**src/common/mbc_pkg.sv**
```systemverilog
// package for the microcore branch and count-limit decoder
// assumes a decoded instruction struct, 16-bit count limits and a 10-bit code address
package mbc_pkg;
	localparam int ADDR_W = 10;
	localparam int DATA_W = 32;
	localparam int CNT_W = 16;
	// register byte offsets (printed offsets are not word multiples: index times four)
	localparam logic [11:0] IDX_CORE0_STAT_A = 12'h101;
	localparam logic [11:0] IDX_CORE0_STAT_B = 12'h102;
	localparam logic [11:0] IDX_CORE1_STAT_A = 12'h121;
	localparam logic [11:0] IDX_CORE1_STAT_B = 12'h122;
	localparam logic [13:0] ADR_CORE0_STAT_A = {IDX_CORE0_STAT_A, 2'h0};
	localparam logic [13:0] ADR_CORE0_STAT_B = {IDX_CORE0_STAT_B, 2'h0};
	localparam logic [13:0] ADR_CORE1_STAT_A = {IDX_CORE1_STAT_A, 2'h0};
	localparam logic [13:0] ADR_CORE1_STAT_B = {IDX_CORE1_STAT_B, 2'h0};
	localparam logic [13:0] ADR_STATE = 14'h0600;
	localparam logic [15:0] STAT_RESET = 16'h0000;
	localparam logic [1:0] HTRANS_NONSEQ = 2'h2;
	localparam logic [2:0] HSIZE_WORD = 3'h2;
	// opcodes
	typedef enum logic [2:0] {
		OP_NONE = 3'h0,
		OP_JUMP_FAR_STATUS = 3'h1,
		OP_JUMP_REL_STATUS = 3'h2,
		OP_CALL_FAR = 3'h3,
		OP_CALL_REL = 3'h4,
		OP_LOAD_LIMIT = 3'h5
	} mbc_op_t;
	// shortcut actions
	localparam logic [1:0] SC_KEEP = 2'h0;
	localparam logic [1:0] SC_OFF = 2'h1;
	localparam logic [1:0] SC_ON = 2'h2;
	localparam logic [1:0] SC_TOGGLE = 2'h3;
	typedef struct packed {
		mbc_op_t op;
		logic [ADDR_W-1:0] pc;
		logic [3:0] status_bit_selector;
		logic polarity;
		logic register_operand;
		logic [4:0] offset;
		logic [1:0] first_output_shortcut;
		logic [1:0] second_output_shortcut;
		logic [1:0] limit_sel;
		logic clear_counter;
		logic core_sel;
		logic status_sel;
		logic [CNT_W-1:0] alu_value;
	} mbc_instr_t;
	typedef struct packed {
		logic [1:0] htrans;
		logic [31:0] haddr;
		logic hwrite;
		logic [2:0] hsize;
		logic [DATA_W-1:0] hwdata;
		logic hsel;
	} mbc_ahb_req_t;
	typedef enum logic [1:0] {
		ST_IDLE = 2'h0,
		ST_EXEC = 2'h1
	} mbc_state_t;
endpackage : mbc_pkg

```
**src/core/mbc_decoder.sv**
```systemverilog
// microcore branch, call and count-limit load execution unit
// assumes one decoded instruction per INSTR_VALID pulse and an AHB-Lite master
`timescale 1ns/1ps
module mbc_decoder
	import mbc_pkg::*;
(
	// clock and reset
	input wire logic CLK_SYS,
	input wire logic SRST,
	// decoded instruction
	input wire logic INSTR_VALID,
	input wire mbc_pkg::mbc_instr_t INSTR,
	// jump register loads
	input wire logic JUMP_LOAD_ONE,
	input wire logic JUMP_LOAD_TWO,
	input wire logic [mbc_pkg::ADDR_W-1:0] JUMP_LOAD_VALUE,
	// counters run internally; each COUNT_TICK bit increments its own count
	input wire logic [3:0] COUNT_TICK,
	// register bus
	input wire mbc_pkg::mbc_ahb_req_t AHB_REQ,
	input wire logic HREADY,
	output logic [mbc_pkg::DATA_W-1:0] HRDATA,
	output logic HREADYOUT,
	output logic HRESP,
	// program flow
	output logic [mbc_pkg::ADDR_W-1:0] PROGRAM_COUNTER,
	output logic [mbc_pkg::ADDR_W-1:0] AUX_REG,
	output logic BRANCH_TAKEN,
	// counters and shortcuts
	output logic [4*mbc_pkg::CNT_W-1:0] COUNT_LIMITS,
	output logic [4*mbc_pkg::CNT_W-1:0] COUNT_VALUES,
	output logic DIAG_GROUP_ONE,
	output logic DIAG_GROUP_TWO
);
	import mbc_pkg::*;

	// ==========================================================
	// state
	logic [ADDR_W-1:0] pc_reg, pc_next, aux_reg, aux_next;
	logic [ADDR_W-1:0] jump_target_one_reg, jump_target_one_next;
	logic [ADDR_W-1:0] jump_target_two_reg, jump_target_two_next;
	logic taken_reg, taken_next;
	logic [CNT_W-1:0] limit_reg [4];
	logic [CNT_W-1:0] limit_next [4];
	logic [CNT_W-1:0] count_reg [4];
	logic [CNT_W-1:0] count_next [4];
	logic diag1_reg, diag1_next, diag2_reg, diag2_next;
	logic [15:0] stat_reg [4];
	logic [15:0] stat_next [4];
	// bus
	logic [DATA_W-1:0] rdata_reg, rdata_next;
	logic wr_pend_reg, wr_pend_next;
	logic [1:0] wr_idx_reg, wr_idx_next;
	logic wr_hit_reg, wr_hit_next;
	mbc_state_t st_reg, st_next;
	logic ready_reg, ready_next;
	logic err_reg, err_next;

	// ==========================================================
	// decode helpers
	logic [15:0] status_word;
	logic sel_bit, cond_true;
	logic [ADDR_W-1:0] rel_target, far_target, seq_pc;
	logic [1:0] stat_idx;

	function automatic logic sc_apply(input logic cur, input logic [1:0] code);
		logic r;
		r = cur;
		unique case (code)
			SC_KEEP: r = cur;
			SC_OFF: r = 1'b0;
			SC_ON: r = 1'b1;
			SC_TOGGLE: r = ~cur;
		endcase
		return r;
	endfunction : sc_apply

	always_comb begin
		// core select and register select pick one of four status words
		stat_idx = {INSTR.core_sel, INSTR.status_sel};
		status_word = stat_reg[stat_idx];
		sel_bit = status_word[INSTR.status_bit_selector];
		cond_true = (sel_bit == INSTR.polarity);
		// wraps modulo code space on purpose
		rel_target = ADDR_W'(INSTR.pc + {{(ADDR_W-5){INSTR.offset[4]}}, INSTR.offset});
		// register operand zero names jump target one
		far_target = INSTR.register_operand ? jump_target_two_reg : jump_target_one_reg;
		seq_pc = ADDR_W'(INSTR.pc + ADDR_W'(1));
	end

	// ==========================================================
	// program flow
	always_comb begin
		pc_next = pc_reg;
		aux_next = aux_reg;
		taken_next = 1'b0;
		// a jump register loaded in the cycle of a far jump counts from the next one
		jump_target_one_next = JUMP_LOAD_ONE ? JUMP_LOAD_VALUE : jump_target_one_reg;
		jump_target_two_next = JUMP_LOAD_TWO ? JUMP_LOAD_VALUE : jump_target_two_reg;
		if (INSTR_VALID) begin
			pc_next = seq_pc;
			unique case (INSTR.op)
				OP_JUMP_FAR_STATUS: begin
					if (cond_true) begin
						pc_next = far_target;
						taken_next = 1'b1;
					end
				end
				OP_JUMP_REL_STATUS: begin
					if (cond_true) begin
						pc_next = rel_target;
						taken_next = 1'b1;
					end
				end
				OP_CALL_FAR: begin
					aux_next = INSTR.pc;
					pc_next = far_target;
					taken_next = 1'b1;
				end
				OP_CALL_REL: begin
					aux_next = INSTR.pc;
					pc_next = rel_target;
					taken_next = 1'b1;
				end
				default: begin
					pc_next = seq_pc;
				end
			endcase
		end
	end

	// ==========================================================
	// count limits and shortcuts
	logic do_load;
	assign do_load = INSTR_VALID && (INSTR.op == OP_LOAD_LIMIT);

	genvar g;
	generate
		for (g = 0; g < 4; g++) begin : g_cnt
			always_comb begin
				limit_next[g] = limit_reg[g];
				// a clearing load beats a tick in the same cycle
				count_next[g] = COUNT_TICK[g] ? CNT_W'(count_reg[g] + CNT_W'(1)) : count_reg[g];
				if (do_load && (INSTR.limit_sel == 2'(g))) begin
					limit_next[g] = INSTR.alu_value;
					if (INSTR.clear_counter) begin
						count_next[g] = '0;
					end
				end
			end
			always_ff @(posedge CLK_SYS) begin
				if (SRST) begin
					limit_reg[g] <= '0;
					count_reg[g] <= '0;
				end else begin
					limit_reg[g] <= limit_next[g];
					count_reg[g] <= count_next[g];
				end
			end
		end
	endgenerate

	always_comb begin
		diag1_next = do_load ? sc_apply(diag1_reg, INSTR.first_output_shortcut) : diag1_reg;
		diag2_next = do_load ? sc_apply(diag2_reg, INSTR.second_output_shortcut) : diag2_reg;
	end

	// ==========================================================
	// AHB-Lite slave: zero wait, writes land one cycle after the address phase
	// decode codes: low two bits index the status words
	localparam logic [2:0] HIT_NONE = 3'h4;
	localparam logic [2:0] HIT_STATE = 3'h5;
	function automatic logic [2:0] map_addr(input logic [31:0] a);
		logic [2:0] r;
		r = HIT_NONE;
		unique case (a[13:0])
			ADR_CORE0_STAT_A: r = 3'h0;
			ADR_CORE0_STAT_B: r = 3'h1;
			ADR_CORE1_STAT_A: r = 3'h2;
			ADR_CORE1_STAT_B: r = 3'h3;
			ADR_STATE: r = HIT_STATE;
			default: r = HIT_NONE;
		endcase
		if (a[31:14] != '0) begin
			r = HIT_NONE;
		end
		return r;
	endfunction : map_addr

	logic addr_ok;
	logic [2:0] hit;
	always_comb begin
		addr_ok = AHB_REQ.hsel && HREADY && (AHB_REQ.htrans == HTRANS_NONSEQ);
		hit = map_addr(AHB_REQ.haddr);
		rdata_next = rdata_reg;
		wr_pend_next = 1'b0;
		wr_idx_next = wr_idx_reg;
		wr_hit_next = 1'b0;
		st_next = addr_ok ? ST_EXEC : ST_IDLE;
		// zero wait and always OKAY, yet kept in flops so no output is combinational
		ready_next = 1'b1;
		err_next = 1'b0;
		for (int i = 0; i < 4; i++) begin
			stat_next[i] = stat_reg[i];
		end
		// the write lands in its data phase, one cycle after the address was taken
		if ((st_reg == ST_EXEC) && wr_pend_reg && wr_hit_reg) begin
			stat_next[wr_idx_reg] = AHB_REQ.hwdata[15:0];
		end
		if (addr_ok) begin
			wr_pend_next = AHB_REQ.hwrite;
			wr_idx_next = hit[1:0];
			wr_hit_next = (hit[2] == 1'b0);
			if (!AHB_REQ.hwrite) begin
				unique case (hit)
					3'h0, 3'h1, 3'h2, 3'h3: rdata_next = {16'h0000, stat_reg[hit[1:0]]};
					HIT_STATE: rdata_next = {6'h00, aux_reg, 6'h00, pc_reg};
					default: rdata_next = 32'h0000_0000;
				endcase
				// a read right behind a write to the same register sees the new word
				if (wr_pend_reg && wr_hit_reg && !hit[2] && (wr_idx_reg == hit[1:0])) begin
					rdata_next = {16'h0000, AHB_REQ.hwdata[15:0]};
				end
			end
		end
	end

	// ==========================================================
	// registers
	always_ff @(posedge CLK_SYS) begin
		if (SRST) begin
			pc_reg <= '0;
			aux_reg <= '0;
			taken_reg <= 1'b0;
			jump_target_one_reg <= '0;
			jump_target_two_reg <= '0;
			diag1_reg <= 1'b0;
			diag2_reg <= 1'b0;
			rdata_reg <= '0;
			wr_pend_reg <= 1'b0;
			wr_idx_reg <= '0;
			wr_hit_reg <= 1'b0;
			st_reg <= ST_IDLE;
			ready_reg <= 1'b1;
			err_reg <= 1'b0;
			for (int i = 0; i < 4; i++) begin
				stat_reg[i] <= STAT_RESET;
			end
		end else begin
			pc_reg <= pc_next;
			aux_reg <= aux_next;
			taken_reg <= taken_next;
			jump_target_one_reg <= jump_target_one_next;
			jump_target_two_reg <= jump_target_two_next;
			diag1_reg <= diag1_next;
			diag2_reg <= diag2_next;
			rdata_reg <= rdata_next;
			wr_pend_reg <= wr_pend_next;
			wr_idx_reg <= wr_idx_next;
			wr_hit_reg <= wr_hit_next;
			st_reg <= st_next;
			ready_reg <= ready_next;
			err_reg <= err_next;
			for (int i = 0; i < 4; i++) begin
				stat_reg[i] <= stat_next[i];
			end
		end
	end

	// ==========================================================
	// outputs, all from flip-flops
	always_comb begin
		PROGRAM_COUNTER = pc_reg;
		AUX_REG = aux_reg;
		BRANCH_TAKEN = taken_reg;
		DIAG_GROUP_ONE = diag1_reg;
		DIAG_GROUP_TWO = diag2_reg;
		HRDATA = rdata_reg;
		HREADYOUT = ready_reg;
		HRESP = err_reg;
		for (int i = 0; i < 4; i++) begin
			COUNT_LIMITS[i*CNT_W +: CNT_W] = limit_reg[i];
			COUNT_VALUES[i*CNT_W +: CNT_W] = count_reg[i];
		end
	end
endmodule : mbc_decoder

```
**config.mk**
```make
export PLATFORM = sky130hd
export DESIGN_NAME = mbc_decoder
export DESIGN_NICKNAME = d
export VERILOG_FILES = /design/src/common/mbc_pkg.sv /design/src/core/mbc_decoder.sv
export SDC_FILE = /design/constraint.sdc
export NUM_CORES = 1
export LEC_CHECK = 0
export CORE_ASPECT_RATIO = 0.5
export CORE_UTILIZATION = 48
export DETAILED_ROUTE_END_ITERATION = 10
export DONT_BUFFER_PORTS = 1
export GPL_ROUTABILITY_DRIVEN = 0
export GPL_TIMING_DRIVEN = 1
export HOLD_SLACK_MARGIN = 0.02
export PLACE_DENSITY_LB_ADDON = 0.15
export SYNTH_ARGS = -nofsm -noshare
export SYNTH_HDL_FRONTEND = slang
export SYNTH_SLANG_ARGS = --single-unit
```
**constraint.sdc**
```tcl
create_clock -name CLK_SYS -period 5.9 [get_ports CLK_SYS]
set_input_delay 0.295 -clock CLK_SYS [delete_from_list [all_inputs] [get_ports CLK_SYS]]
set_output_delay 0.295 -clock CLK_SYS [all_outputs]
set_load 0.1 [all_outputs]
```
## After elaboration in Yosys (flattened, before gate mapping)

Memories as Yosys holds them, arrays and structs flattened.
Cells that the tools add are included.

- Memory bits (read-only): 0
- Memories kept: 3
- RAM bits: 192
- Latch bits: 0
- Logic and storage cells: 150
- Flip-flop bits (word level): 81

Memories:

| name | words | width | read ports | clocked after memory_dff | write ports | RTL line | text |
|---|---|---|---|---|---|---|---|
| count_reg | 4 | 16 | 4 | 0 | 4 | mbc_decoder.sv:45 | `logic [CNT_W-1:0] count_reg [4];` |
| limit_reg | 4 | 16 | 4 | 0 | 4 | mbc_decoder.sv:43 | `logic [CNT_W-1:0] limit_reg [4];` |
| stat_reg | 4 | 16 | 6 | 0 | 4 | mbc_decoder.sv:48 | `logic [15:0] stat_reg [4];` |

- Shift operators: 0
- $add $sub $neg: 6
- Equality and inequality tests: 27
- Bitwise gates (word level): 21
- $lt $le $gt $ge: 3
- Divide/modulo/power cells: 0
- Reductions and logical operators: 28
- Mux-type cells: 50
- $mul: 0

Operator list:

| kind | count |
|---|---|
| 16-bit 2-to-1 mux | 29 |
| 14-bit by 11-bit == test with 1-bit output (second input constant) | 5 |
| 16-bit by 1-bit adder with 16-bit output (second input constant) | 4 |
| 64-bit bitwise mux | 1 |
| 64-bit 2-to-1 mux | 1 |
| 26-bit one-hot mux with 2 select lines | 1 |
| 10-bit one-hot mux with 4 select lines | 1 |
| 16-bit demux with 2-bit select | 1 |
| 32-bit 2-to-1 mux | 1 |
| 10-bit 2-to-1 mux | 3 |
| 18-bit nonzero test | 1 |
| 3-bit one-hot mux with 5 select lines | 1 |
| 2-bit == test (second input constant) | 7 |
| 1-bit logical AND | 13 |
| 3-bit by 2-bit == test with 1-bit output (second input constant) | 4 |
| 1-bit bitwise OR | 12 |
| 10-bit by 1-bit adder with 10-bit output (second input constant) | 1 |
| 10-bit adder | 1 |
| 3-bit == test (second input constant) | 3 |
| 2-bit by 1-bit == test with 1-bit output (second input constant) | 4 |
| 1-bit inverter | 8 |
| 2-bit AND reduction | 4 |
| 2-bit OR reduction | 4 |
| 3-bit by 1-bit == test with 1-bit output (second input constant) | 2 |
| 15 further kinds | 23 |

## Logic depth before layout (Yosys ltp)

Gate-level depths: netlist (run 1).

- Word-level depth: 8
- Mapped depth: 12
- Depth with buffers taken out: 12

## Worst setup path before layout (run 1)

No wires, ideal clock.

- Path type: input-to-reg
- Start: input INSTR[16] (netlist name)
- End: register pc_reg[8], in the netlist PROGRAM_COUNTER[8]
- Setup time: 132 ps
- Slack: 3095 ps
- Required time: 5768 ps
- Cell stages on the path: 11
- Arrival time: 2673 ps
- Path through: buf_2 -> clkbuf_1 -> mux4_2 -> nor3_1 -> o21bai_1 -> and3_1 -> a2111oi_4 -> maj3_4 -> mux2i_4 -> a221oi_2 -> nor3_1

- Cells in the longest elaborated chain, start to end: 6
- Elaborated cells on any way between the ends: 7
- Those cells by class: eq/ne (1); mux (5); memory (1)

Ends and longest elaborated chain:

| what | RTL line | text |
|---|---|---|
| start, declared | mbc_decoder.sv:12 | `input wire mbc_pkg::mbc_instr_t INSTR,` |
| memory read 4 x 16 bit (*) | -- |  |
| 1-bit binary-select mux with 4-bit select (*) | mbc_decoder.sv:82 | `sel_bit = status_word[INSTR.status_bit_selector];` |
| 1-bit 2-to-1 mux (not written as such) (*) | mbc_decoder.sv:82 |  |
| 1-bit == test (*) | mbc_decoder.sv:83 | `cond_true = (sel_bit == INSTR.polarity);` |
| 10-bit 2-to-1 mux (on tied branches) | mbc_decoder.sv:110, mbc_decoder.sv:104 |  |
| 10-bit one-hot mux with 4 select lines (*) | mbc_decoder.sv:102 | `unique case (INSTR.op)` |
| end signal, assigned | mbc_decoder.sv:250 | `pc_reg <= pc_next;` |
| end, declared | mbc_decoder.sv:39 | `logic [ADDR_W-1:0] pc_reg, pc_next, aux_reg, aux_next;` |

Mark *: on every way between the ends. The rest lies on a longest branch, timed or not. The select of a mux whose other input is x is not followed.
A chain may end at the register's enable or synchronous reset.

==> results by group, run 1 <==
Detailed routing
  – First drt pass iteration count: 9
  – Wire per inst: about 20 um
  – Vias: 10400
  – Vias per cell: 5.76
  – DRT iter0 DRCs: just over 900
  – WL final: around 37 mm
  – Antenna Nets Post-Route: 0
  – DRC Markers: 0

Job
  – Max_cap viols: 0

GRT
  – Initial antenna violation count: 0
  – Gr ovfl total: 0
  – Wire length of the first global-routing pass: between 50 and 60 mm
  – Vias in the first global route: 9834
  – Pin count of the biggest net entering global routing: between 150 and 200
  – Global router's overall resource usage: around 28%

Synth
  – Sequential element share of the synthesized area: 43.8%
  – Asr flop ratio synth: 0%
  – Synth area leaders: dfxtp_1, nand2_1, a21oi_1
  – Main synth FF type: dfxtp_1
  – Top-area cell type share of the netlist area: between 40 and 50%
  – Synthesized area per cell: around 8.5 um2
  – Syn Inst Count: between 1000 and 1500
  – Mapped Area: 12200 um2
  – Commonest cells post-synth: nand2_1, dfxtp_1, a21oi_1
  – Count leader, synth: nand2_1
  – Post-synth EDFFs: 0
  – Synth unique cells: 65
  – Synth warn: 0
  – Yosys top cell by area: dfxtp_1
  – FF+latch count, synth: between 200 and 300

Final layout
  – Area of the multi-input gates: between 6000 and 7000 um2
  – Register area: about 5300 um2
  – Final non-filler cell total: 1802
  – Post-layout net count: 1604
  – Fin util: between 50% and 60%
  – Fillcell total: about 2200
  – Ant. Diodes: 0
  – Share of cells above drive strength 1: 7.09%
  – Layout area overhead: 14.1%

STA
  – Fmax: 0.274 GHz
  – Max Slew Vio Count: 0
  – Final Critical Period: approximately 3700 ps
  – Unrepaired setup endpoints after global routing: false
  – Final critical-path share of the clock period: roughly 62%
  – Setup violations, final: 0
  – Fin. Hold Viols: 0
  – Worst slew margin relative to its limit: between 20% and 30%
  – TNS Setup: 0 ps
  – Final Skew: 10.8 ps
  – Worst slew pin tran: between 1000 and 1500 ps

Place
  – Placed Instances: 1685
  – Post-DP HPWL: around 25 mm
  – PortBufs: 0

Die
  – Die Y: 115 um
  – Die Span X: 227 um
  – Ports: about 330
  – Initial Util: 49.8%
  – Total core area: ~24000 um2
  – Row cnt: 40
  – Die area: 26000 um2

Power
  – Cell Pwr Density: around 290 nW/um2
  – Pwr Total: approximately 4.0 mW
  – Peak VDD IR: between 150 and 200 uV
  – Switch share: between 20% and 30%
  – NetSw: 1.06 mW
  – Comb pwr share: under 10%
  – LEAKAGE: just over 5 nW
  – Share of power burned in registers: between 50% and 60%
  – Clock share of power: 42.8%
  – Total internal power: roughly 2.9 mW

Worst setup path
  – Startpoint Class: flip-flop
  – WP data required: 6380 ps
  – Buf/Inv on CP: 1
  – Crit path max-delay family: compound AO/OA/AOI/OAI gates
  – Critical Path Sink Type: flip-flop
  – CP cell instances: mux4_2 -> mux2i_1 -> or3_1 -> a41oi_1 -> a2111oi_4 -> a21oi_1 -> nor2_2 -> a21oi_1 -> a211oi_1 -> dlygate4sd3_1
  – CP Max Fanout: 10
  – Reg2reg setup slack: approximately 2200 ps
  – Most used cell, CP: a21oi_1
  – Setup CP Type: flip-flop to flip-flop
  – Slowest CP cell: a2111oi_4
  – Crit-path max cell delay: 830 ps
  – Critical Path AT: ~4100 ps

Clock tree
  – CTS Sinks: about 270
  – Post-cts repair resize count: 0
  – Clock buffer depth: 3
  – Post-CTS setup buffer count: 0
  – CTS Buf Count: 25
  – Worst skew pair latency: around 540 ps
  – CTS tree: built
  – Clock-pin slew on the worst setup and hold paths: around 70 ps
  – Hold_buf cts: between 70 and 80
  – H-tree levels: 1
  – Root Driver: clkbuf_16

Hold path
  – Hold/Removal Path Class: input port to flip-flop

Status
  – Outcome: finished clean
==> metal layers <==
metal  GRT usage (%)  vias up  wire [um]  part of all wire [%]
met1            35.4     4941      15400                    42
met3            7.11       82       2870                   7.8
met4            9.66        0       1210                   3.3
met5               0        -          0                     0
met2            44.9      412      17200                    47
li1                -     4952          -                     -
==> path summary, 6_finish.rpt <==
| kind | start | end | cells after the start |
|---|---|---|---|
| worst max-delay path | stat_reg[3][9]$_SDFFE_PP0P_ | PROGRAM_COUNTER[7]$_SDFFE_PP0P_ | 10 |
| worst min-delay path | INSTR[36] | PROGRAM_COUNTER[0]$_SDFFE_PP0P_ | 2 |
| worst max register to register | stat_reg[3][9]$_SDFFE_PP0P_ | PROGRAM_COUNTER[7]$_SDFFE_PP0P_ | 10 |
| worst min register to register | stat_reg[2][14]$_SDFFE_PP0P_ | stat_reg[2][14]$_SDFFE_PP0P_ | 2 |
==> through the flow <==
stage | worst slack, ps | area [um2] | hold slack, ps
3_5_place_dp | 2090 | 12300 | 382
4_1_cts | 2350 | 13900 | 23.0
3_3_place_gp | 2150 | 12300 | 379
5_1_grt | 2090 | 13900 | 32.8
2_1_floorplan | 3090 | 12200 | 411
6_report | 2250 | 13900 | 35.7
==> final cells by class <==
cell class / count / area share (%)
clock inverter: 11 / 1.02
tap: 336 / 3.03
sequential: 266 / 38.4
clock buffer: 33 / 5.09
inverter: 7 / 0.189
timing repair buffer: 81 / 5.83
multi-input combinational: 1068 / 46.5
==> cells by family (layout without fill, tap and decap cells) <==
family | count (synthesis) | after routing | synth area share, %
xor gates and xnor gates | 72 | 72 | 5.19
DFF | 266 | 266 | 43.8
and+or+nand+nor | 607 | 607 | 21.8
other | 2 | 8 | 0.0618
adders and majority gates | 16 | 16 | 1.72
AOI/OAI and AO/OA | 263 | 263 | 12.5
muxes | 102 | 102 | 11.4
buffers and inverters | 99 | 132 | 3.53
==> power by group through the flow <==
stage	Sequential (mW)	Clock [mW]	Combinational (mW)
floorplan	2.02	0	0.203
global placement	2.03	0	0.195
detailed placement	2.03	0	0.201
CTS	1.99	1.73	0.284
global route	1.99	1.80	0.313
finish	1.99	1.70	0.289
==> layout by cell type, fill, tap and decap left out, drive strengths merged, types with 18 or more instances in the layout <==
cell type	netlist	routed
mux4	27	27
nand4	18	18
and3	20	20
nand3	41	41
nor2	136	136
clkbuf	77	33
xnor2	22	22
dfxtp	266	266
dlygate4sd3	0	72
xor2	50	50
o21ai	41	41
nand2	314	314
mux2i	66	66
a21oi	172	172
(Power assumes the default switching activity.)
==> run 2, diff against run 1 <==
Settings changed: ABC_AREA set to 1.
Clock period 5.9 ns to 3.6 ns, I/O delays scaled along.
==> run 2 against run 1 <==
Against the previous run: flip-flop and latch count unchanged; via count up 16%; hold slack better by 3.4 ps; critical endpoint is now count_reg[0][14]$_SDFF_PP0_.
==> results by group, run 2 <==
Status
  – Outcome: finished clean (unchanged)

Final layout
  – Most frequent cells in the layout: nor2_1, dfxtp_1, nand2_1 (was nand2_1, dfxtp_1, a21oi_1)
  – Post-layout net count: 2034 (was 1604)
  – Fillcell total: 2383 (was 2208)
  – Share of cells above drive strength 1: 7.96% (was 7.09%)
  – Layout area overhead: 18.1% (was 14.1%)
  – Commonest non-fill, non-tap cell in the layout: nor2_1 (was nand2_1)
  – Fin area: 14900 um2 (was 13900 um2)

Die
  – Die area: 26900 um2 (was 26000 um2)
  – Total core area: 25400 um2 (was 24400 um2)
  – Row cnt: 41 (was 40)
  – Die Span X: 231 um (was 227 um)
  – Die Y: 116 um (was 115 um)
  – Initial Util: 49.4% (was 49.8%)
  – Ports: 325 (unchanged)

GRT
  – Global router's overall resource usage: 26.8% (was 27.6%)
  – Met2 Usage GRT: 45.2% (was 44.9%)
  – Initial antenna violation count: 1 (was 0)
  – Met1 Track Usage GR: 33.7% (was 35.4%)
  – GR Layer Usage met3: 7.54% (was 7.11%)
  – GR peak layer: met2 (unchanged)
  – Wire length of the first global-routing pass: 58.2 mm (was 55.8 mm)
  – Vias in the first global route: 11300 (was 9834)
  – Gr ovfl total: 0 (unchanged)
  – Pin count of the biggest net entering global routing: 78 (was 195)

Synth
  – Synthesized area per cell: 7.06 um2 (was 8.52 um2)
  – Syn Inst Count: 1781 (was 1427)
  – Top-area cell type share of the netlist area: 42.3% (was 43.8%)
  – FF+latch count, synth: 266 (unchanged)
  – Adder-Cell Fraction of Synth Area: 1.55% (was 1.72%)
  – Simple-Gate Fraction of Synth Area: 25.3% (was 21.8%)
  – Synth Area in XOR/XNOR: 4.18% (was 5.19%)
  – Asr flop ratio synth: 0% (unchanged)
  – Main combinational cell family by area after synthesis: simple AND/OR/NAND/NOR gates (unchanged)
  – Commonest cells post-synth: nor2_1, dfxtp_1, nand2_1 (was nand2_1, dfxtp_1, a21oi_1)
  – Synth area leaders: dfxtp_1, o21ai_0, nor2_1 (was dfxtp_1, nand2_1, a21oi_1)
  – Main synth FF type: dfxtp_1 (unchanged)
  – Yosys top cell by area: dfxtp_1 (unchanged)
  – Multiplexer area fraction after synthesis: 0.0796% (was 11.4%)
  – Synth unique cells: 51 (was 65)
  – Sequential element share of the synthesized area: 42.3% (was 43.8%)
  – Mapped Area: 12600 um2 (was 12200 um2)
  – Post-synth EDFFs: 0 (unchanged)
  – Area fraction in compound gates after synthesis: 17.5% (was 12.5%)
  – Count leader, synth: nor2_1 (was nand2_1)
  – Synth warn: 0 (unchanged)

Detailed routing
  – DRC Markers: 0 (unchanged)
  – DRT iter0 DRCs: 851 (was 923)
  – Wire per inst: 16.6 um (was 20.4 um)
  – WL final: 37.2 mm (was 36.7 mm)
  – Antenna Nets Post-Route: 0 (unchanged)
  – First drt pass iteration count: 6 (was 9)
  – Vias per cell: 5.39 (was 5.76)
  – Vias: 12100 (was 10400)

Hold path
  – Worst hold start: AHB_REQ[69] (was INSTR[36])
  – Hold/Removal Path Class: input port to flip-flop (unchanged)
  – Hold Path Cell Cnt: 3 (was 2)
  – Worst Hold Path EP: wr_pend_reg$_SDFF_PP0_ (was PROGRAM_COUNTER[0]$_SDFFE_PP0P_)

Power
  – Total internal power: 4.82 mW (was 2.92 mW)
  – Pwr Total: 6.70 mW (was 3.98 mW)
  – Comb pwr share: 9.2% (was 7.3%)
  – LEAKAGE: 6.07 nW (was 5.06 nW)
  – NetSw: 1.88 mW (was 1.06 mW)
  – Clock share of power: 42.2% (was 42.8%)
  – Peak VDD IR: 299 uV (was 191 uV)
  – Cell Pwr Density: 451 nW/um2 (was 287 nW/um2)
  – Share of power burned in registers: 48.6% (was 50.0%)
  – Switch share: 28.1% (was 26.7%)

STA
  – Unrepaired setup endpoints after global routing: false (unchanged)
  – Final Critical Period: 2770 ps (was 3650 ps)
  – Fmax: 0.361 GHz (was 0.274 GHz)
  – Setup violations, final: 0 (unchanged)
  – Worst slew margin relative to its limit: 23.5% (was 21.4%)
  – Max Slew Vio Count: 0 (unchanged)
  – TNS Setup: 0 ps (unchanged)
  – Final critical-path share of the clock period: 76.8% (was 61.9%)
  – Worst slew pin tran: 1150 ps (was 1170 ps)
  – Final Skew: 15.9 ps (was 10.8 ps)
  – Fin. Hold Viols: 0 (unchanged)

Clock tree
  – CTS tree: built (unchanged)
  – CTS Buf Count: 25 (unchanged)
  – Hold_buf cts: 78 (was 73)
  – Clock-pin slew on the worst setup and hold paths: 70 ps (about the same)
  – Post-CTS setup buffer count: 0 (unchanged)
  – Post-cts repair resize count: 0 (unchanged)
  – Worst skew pair latency: 550 ps (was 540 ps)
  – H-tree levels: 1 (unchanged)
  – Root Driver: clkbuf_16 (unchanged)
  – Clock buffer depth: 3 (unchanged)
  – CTS Sinks: 266 (unchanged)

Worst setup path
  – Startpoint Class: flip-flop (unchanged)
  – R2R Path End: count_reg[0][14]$_SDFF_PP0_ (was PROGRAM_COUNTER[7]$_SDFFE_PP0P_)
  – WP data required: 4030 ps (was 6380 ps)
  – R2r worst-path depth: 12 (was 10)
  – Critical Path AT: 3200 ps (was 4140 ps)
  – Reg2reg start: count_reg[0][1]$_SDFF_PP0_ (was stat_reg[3][9]$_SDFFE_PP0P_)
  – Setup CP Type: flip-flop to flip-flop (unchanged)
  – CP Max Fanout: 4 (was 10)
  – Reg2reg setup slack: 830 ps (was 2250 ps)
  – Critical Path Sink Type: flip-flop (unchanged)

Job
  – Max_cap viols: 0 (unchanged)

Place
  – PortBufs: 0 (unchanged)
  – Total placed instance area: 13200 um2 (was 12300 um2)
  – Post-DP HPWL: 26.0 mm (was 24.8 mm)
==> run 2: changes by cell type after synthesis, sizes merged, moves of 15 or more <==
cell	previous run	this run
nor2	136	279
nand2	314	264
clkbuf	77	62
mux2i	66	1
and3	20	5
nand3	41	102
mux4	27	0
inv	7	192
nor3	9	43
a21oi	172	147
o21ai	41	223
==> run 2: worst max path at each step <==
stage | start | end | slack (ps) | cells past startpoint
6_report | count_reg[0][1]$_SDFF_PP0_ | count_reg[0][14]$_SDFF_PP0_ | 830 | 12
5_1_grt | count_reg[0][1]$_SDFF_PP0_ | count_reg[0][14]$_SDFF_PP0_ | 570 | 12
4_1_cts | count_reg[0][1]$_SDFF_PP0_ | count_reg[0][14]$_SDFF_PP0_ | 840 | 12
3_5_place_dp | AHB_REQ[42] | HRDATA[12]$_SDFFE_PP0P_ | 830 | 13
3_3_place_gp | AHB_REQ[66] | HRDATA[12]$_SDFFE_PP0P_ | 930 | 10
2_1_floorplan | count_reg[0][0]$_SDFF_PP0_ | count_reg[0][14]$_SDFF_PP0_ | 730 | 11
==> run 2: cell families after synthesis <==
family,Yosys count
AO/OA/AOI/OAI,413
adder cells (fa/ha/maj),15
flip-flops,266
multiplexers,1
XOR/XNOR,60
other,2
AND/OR/NAND/NOR,745
buffers and inverters,279
==> run 2: worst max-delay path, cell delays in order, from the launching register on <==
cell     delay [ps]
dfxtp_1         310
buf_4           300
ha_1            230
inv_1            60
nor4_1          470
nand2_1         120
nor2_1          160
nand2_1         120
nor3_1          310
nand2_1         150
nor3_1          200
xor2_1          180
nor2_1           50
==> run 2: power groups by stage <==
stage | registers (mW) | clock network [mW] | logic [mW]
detailed placement | 3.33 | 0 | 0.510
finish | 3.26 | 2.83 | 0.616
global placement | 3.32 | 0 | 0.498
floorplan | 3.38 | 0 | 0.360
CTS | 3.26 | 2.86 | 0.609
global route | 3.26 | 3.01 | 0.679
==> run 2: cell type report <==
| cell class | instances | area, um2 | share of cell area [%] |
|---|---|---|---|
| sequential | 266 | 5330 | 35.8 |
| timing repair buffer | 151 | 1330 | 8.94 |
| multi-input combinational | 1242 | 6170 | 41.5 |
| antenna | 1 | 2.50 | 0.0168 |
| tap | 344 | 430 | 2.90 |
| inverter | 193 | 727 | 4.89 |
| clock buffer | 38 | 764 | 5.15 |
| clock inverter | 8 | 113 | 0.758 |
==> run 2: layer usage <==
| layer | part of all wire (%) | wire, um |
|---|---|---|
| met3 | 8.6 | 3200 |
| met1 | 42 | 15800 |
| met4 | 1.9 | 709 |
| met2 | 47 | 17500 |
| met5 | 0.035 | 13 |
==> run 2: through the flow <==
stage / hold slack [ps] / std cells / setup slack [ps] / util (%)
4_1_cts: 21.0 / 2242 / 841 / 58.4
2_1_floorplan: 276 / 1787 / 726 / -
3_5_place_dp: 259 / 2118 / 829 / 51.9
6_report: 39.1 / 2243 / 833 / 58.4
5_1_grt: 30.9 / 2242 / 569 / 58.4
3_3_place_gp: 257 / 2118 / 927 / 51.9
==> run 3, diff against run 2 <==
Settings changed: ABC_AREA 1 to 0.
Clock period 3.6 ns to 2.8 ns, I/O delays scaled along.
==> run 3 against run 2 <==
Against the previous run: worst setup slack worse by 820 ps; power is 25% higher; register-to-register slack worse by 820 ps; clock skew is 8.3 ps higher; maximum frequency is 0.83% lower; die area is 3.3% lower; cell area is 5.3% higher; hold slack worse by 7.8 ps; count of clock-buffer cells in the layout is 2 lower; sequential power is 19% higher; critical endpoint is now PROGRAM_COUNTER[0]$_SDFFE_PP0P_; largest cell class unchanged.
==> results by group, run 3 (synthesis gave the netlist of run 1 again) <==
GRT
  – Wire length of the first global-routing pass: 59.2 mm (was 58.2 mm)
  – Vias in the first global route: 10900 (was 11300)
  – Gr ovfl total: 0 (unchanged)
  – Initial antenna violation count: 2 (was 1)
  – Pin count of the biggest net entering global routing: 155 (was 78)
  – Global router's overall resource usage: 28.9% (was 26.8%)

Clock tree
  – CTS Sinks: 266 (unchanged)
  – Worst skew pair latency: 550 ps (about the same)
  – Clock buffer depth: 3 (unchanged)
  – Root Driver: clkbuf_16 (unchanged)
  – H-tree levels: 1 (unchanged)
  – Clock-pin slew on the worst setup and hold paths: 60 ps (was 70 ps)
  – CTS Buf Count: 25 (unchanged)
  – CTS tree: built (unchanged)

Worst setup path
  – R2r worst-path depth: 10 (was 12)
  – Startpoint Class: flip-flop (unchanged)
  – Setup CP Type: flip-flop to flip-flop (unchanged)
  – WP data required: 3270 ps (was 4030 ps)
  – Critical Path AT: 3260 ps (was 3200 ps)
  – Reg2reg start: stat_reg[2][5]$_SDFFE_PP0P_ (was count_reg[0][1]$_SDFF_PP0_)
  – Setup crit start: stat_reg[2][5]$_SDFFE_PP0P_ (was count_reg[0][1]$_SDFF_PP0_)
  – CP Max Fanout: 5 (was 4)
  – Critical Path Sink Type: flip-flop (unchanged)
  – Reg2reg setup slack: 10 ps (was 830 ps)
  – R2R Path End: PROGRAM_COUNTER[0]$_SDFFE_PP0P_ (was count_reg[0][14]$_SDFF_PP0_)

Power
  – LEAKAGE: 6.28 nW (was 6.07 nW)
  – Peak VDD IR: 397 uV (was 299 uV)
  – Pwr Total: 8.38 mW (was 6.70 mW)
  – Cell Pwr Density: 536 nW/um2 (was 451 nW/um2)

Die
  – Total core area: 24400 um2 (was 25400 um2)
  – Initial Util: 49.8% (was 49.4%)
  – Ports: 325 (unchanged)
  – Die area: 26000 um2 (was 26900 um2)
  – Die Y: 115 um (was 116 um)
  – Row cnt: 40 (was 41)
  – Die Span X: 227 um (was 231 um)

Hold path
  – Worst hold start: AHB_REQ[7] (was AHB_REQ[69])
  – Hold Path Cell Cnt: 4 (was 3)
  – Hold/Removal Path Class: input port to flip-flop (unchanged)
  – Worst Hold Path EP: HRDATA[6]$_SDFFE_PP0P_ (was wr_pend_reg$_SDFF_PP0_)

STA
  – Final critical-path share of the clock period: 99.6% (was 76.8%)
  – Fin. Hold Viols: 0 (unchanged)
  – Final Critical Period: 2790 ps (was 2770 ps)
  – Worst slew margin relative to its limit: 33.9% (was 23.5%)
  – Fmax: 0.358 GHz (was 0.361 GHz)
  – Setup violations, final: 0 (unchanged)
  – TNS Setup: 0 ps (unchanged)
  – Setup ws final: 10.2 ps (was 833 ps)
  – Fin Hold WS: 31.3 ps (was 39.1 ps)
  – Worst slew pin tran: 990 ps (was 1150 ps)
  – Final Skew: 24.2 ps (was 15.9 ps)
  – Max Slew Vio Count: 0 (unchanged)

Final layout
  – Post-layout net count: 1825 (was 2034)
  – Final non-filler cell total: 2026 (was 2243)
  – Fin util: 64.0% (was 58.4%)
  – Fillcell total: 2070 (was 2383)
  – Share of cells above drive strength 1: 17.4% (was 7.96%)
  – Commonest non-fill, non-tap cell in the layout: nand2_1 (was nor2_1)
  – Fin area: 15600 um2 (was 14900 um2)
  – Most frequent cells in the layout: nand2_1, dfxtp_1, buf_4 (was nor2_1, dfxtp_1, nand2_1)
  – Layout area overhead: 28.6% (was 18.1%)

Job
  – Max_cap viols: 0 (unchanged)

Detailed routing
  – WL final: 38.7 mm (was 37.2 mm)
  – Vias per cell: 5.66 (was 5.39)
  – Vias: 11500 (was 12100)
  – DRC Markers: 0 (unchanged)
  – DRT iter0 DRCs: 884 (was 851)
  – Antenna Nets Post-Route: 0 (unchanged)
  – First drt pass iteration count: 5 (was 6)
  – Wire per inst: 19.1 um (was 16.6 um)

Place
  – Placed Instances: 1869 (was 2118)
  – Post-DP HPWL: 25.9 mm (was 26.0 mm)
  – PortBufs: 0 (unchanged)
  – Pre-CTS setup slack: 37.4 ps (was 829 ps)
  – Total placed instance area: 13700 um2 (was 13200 um2)

Status
  – Outcome: finished clean (unchanged)
==> run 3: cell types whose count changed in the layout (fill, tap and decap cells not counted), sizes merged, moves of 61 or more <==
cell / before / now
nor2: 279 / 136
nand3: 102 / 41
mux2i: 1 / 66
buf: 73 / 197
inv: 193 / 8
o21ai: 223 / 41
==> run 3: repair_timing <==
item | CTS | global route
setup buffers | 0 | 3
endpoints found under the setup margin | 0 | 9
hold endpoints to repair | 221 | 0
hold buffers | 106 | 0
resized for setup | 0 | 6
==> run 3: how the worst max path moves through the flow <==
| stage | endpoint | slack [ps] |
|---|---|---|
| 2_1_floorplan | PROGRAM_COUNTER[8]$_SDFFE_PP0P_ | 150 |
| 3_3_place_gp | PROGRAM_COUNTER[8]$_SDFFE_PP0P_ | 110 |
| 3_5_place_dp | PROGRAM_COUNTER[9]$_SDFFE_PP0P_ | 40 |
| 4_1_cts | PROGRAM_COUNTER[9]$_SDFFE_PP0P_ | 10 |
| 5_1_grt | PROGRAM_COUNTER[0]$_SDFFE_PP0P_ | -1 |
| 6_report | PROGRAM_COUNTER[0]$_SDFFE_PP0P_ | 10 |
==> run 3: critical path: stages (launching register included) <==
cell,delay (ps)
dfxtp_1,330
mux4_1,500
mux2i_1,200
a221oi_2,100
and3_4,190
a2111oi_4,390
buf_6,200
buf_4,120
a2111oi_0,80
a221oi_1,500
a21o_1,140
==> run 3: report_power, final <==
group | switching (mW) | internal, mW | total, mW | leakage [nW]
sequential | 0.0361 | 3.84 | 3.88 | 2.15
combinational | 0.696 | 0.324 | 1.02 | 3.73
clock | 1.51 | 1.96 | 3.48 | 0.404
total | 2.25 | 6.13 | 8.38 | 6.28
==> run 3: metal layers <==
layer,vias to the layer above,track usage [%],wire length (um)
met1,5483,35.8,15700
met2,494,47.7,18100
met5,-,0,0
met3,103,7.08,3180
met4,0,13.1,1720
li1,5378,-,-
==> run 3: final cells by class <==
class / instances / area, um2 / area share (%)
clock buffers: 36 / 717 / 4.58
well taps: 336 / 420 / 2.69
inverters: 7 / 26.3 / 0.168
flip-flops and latches: 266 / 5330 / 34.0
clock inverters: 9 / 101 / 0.648
multi-input cells: 1068 / 6470 / 41.3
repair buffers: 302 / 2580 / 16.5
diodes: 2 / 5.00 / 0.0320
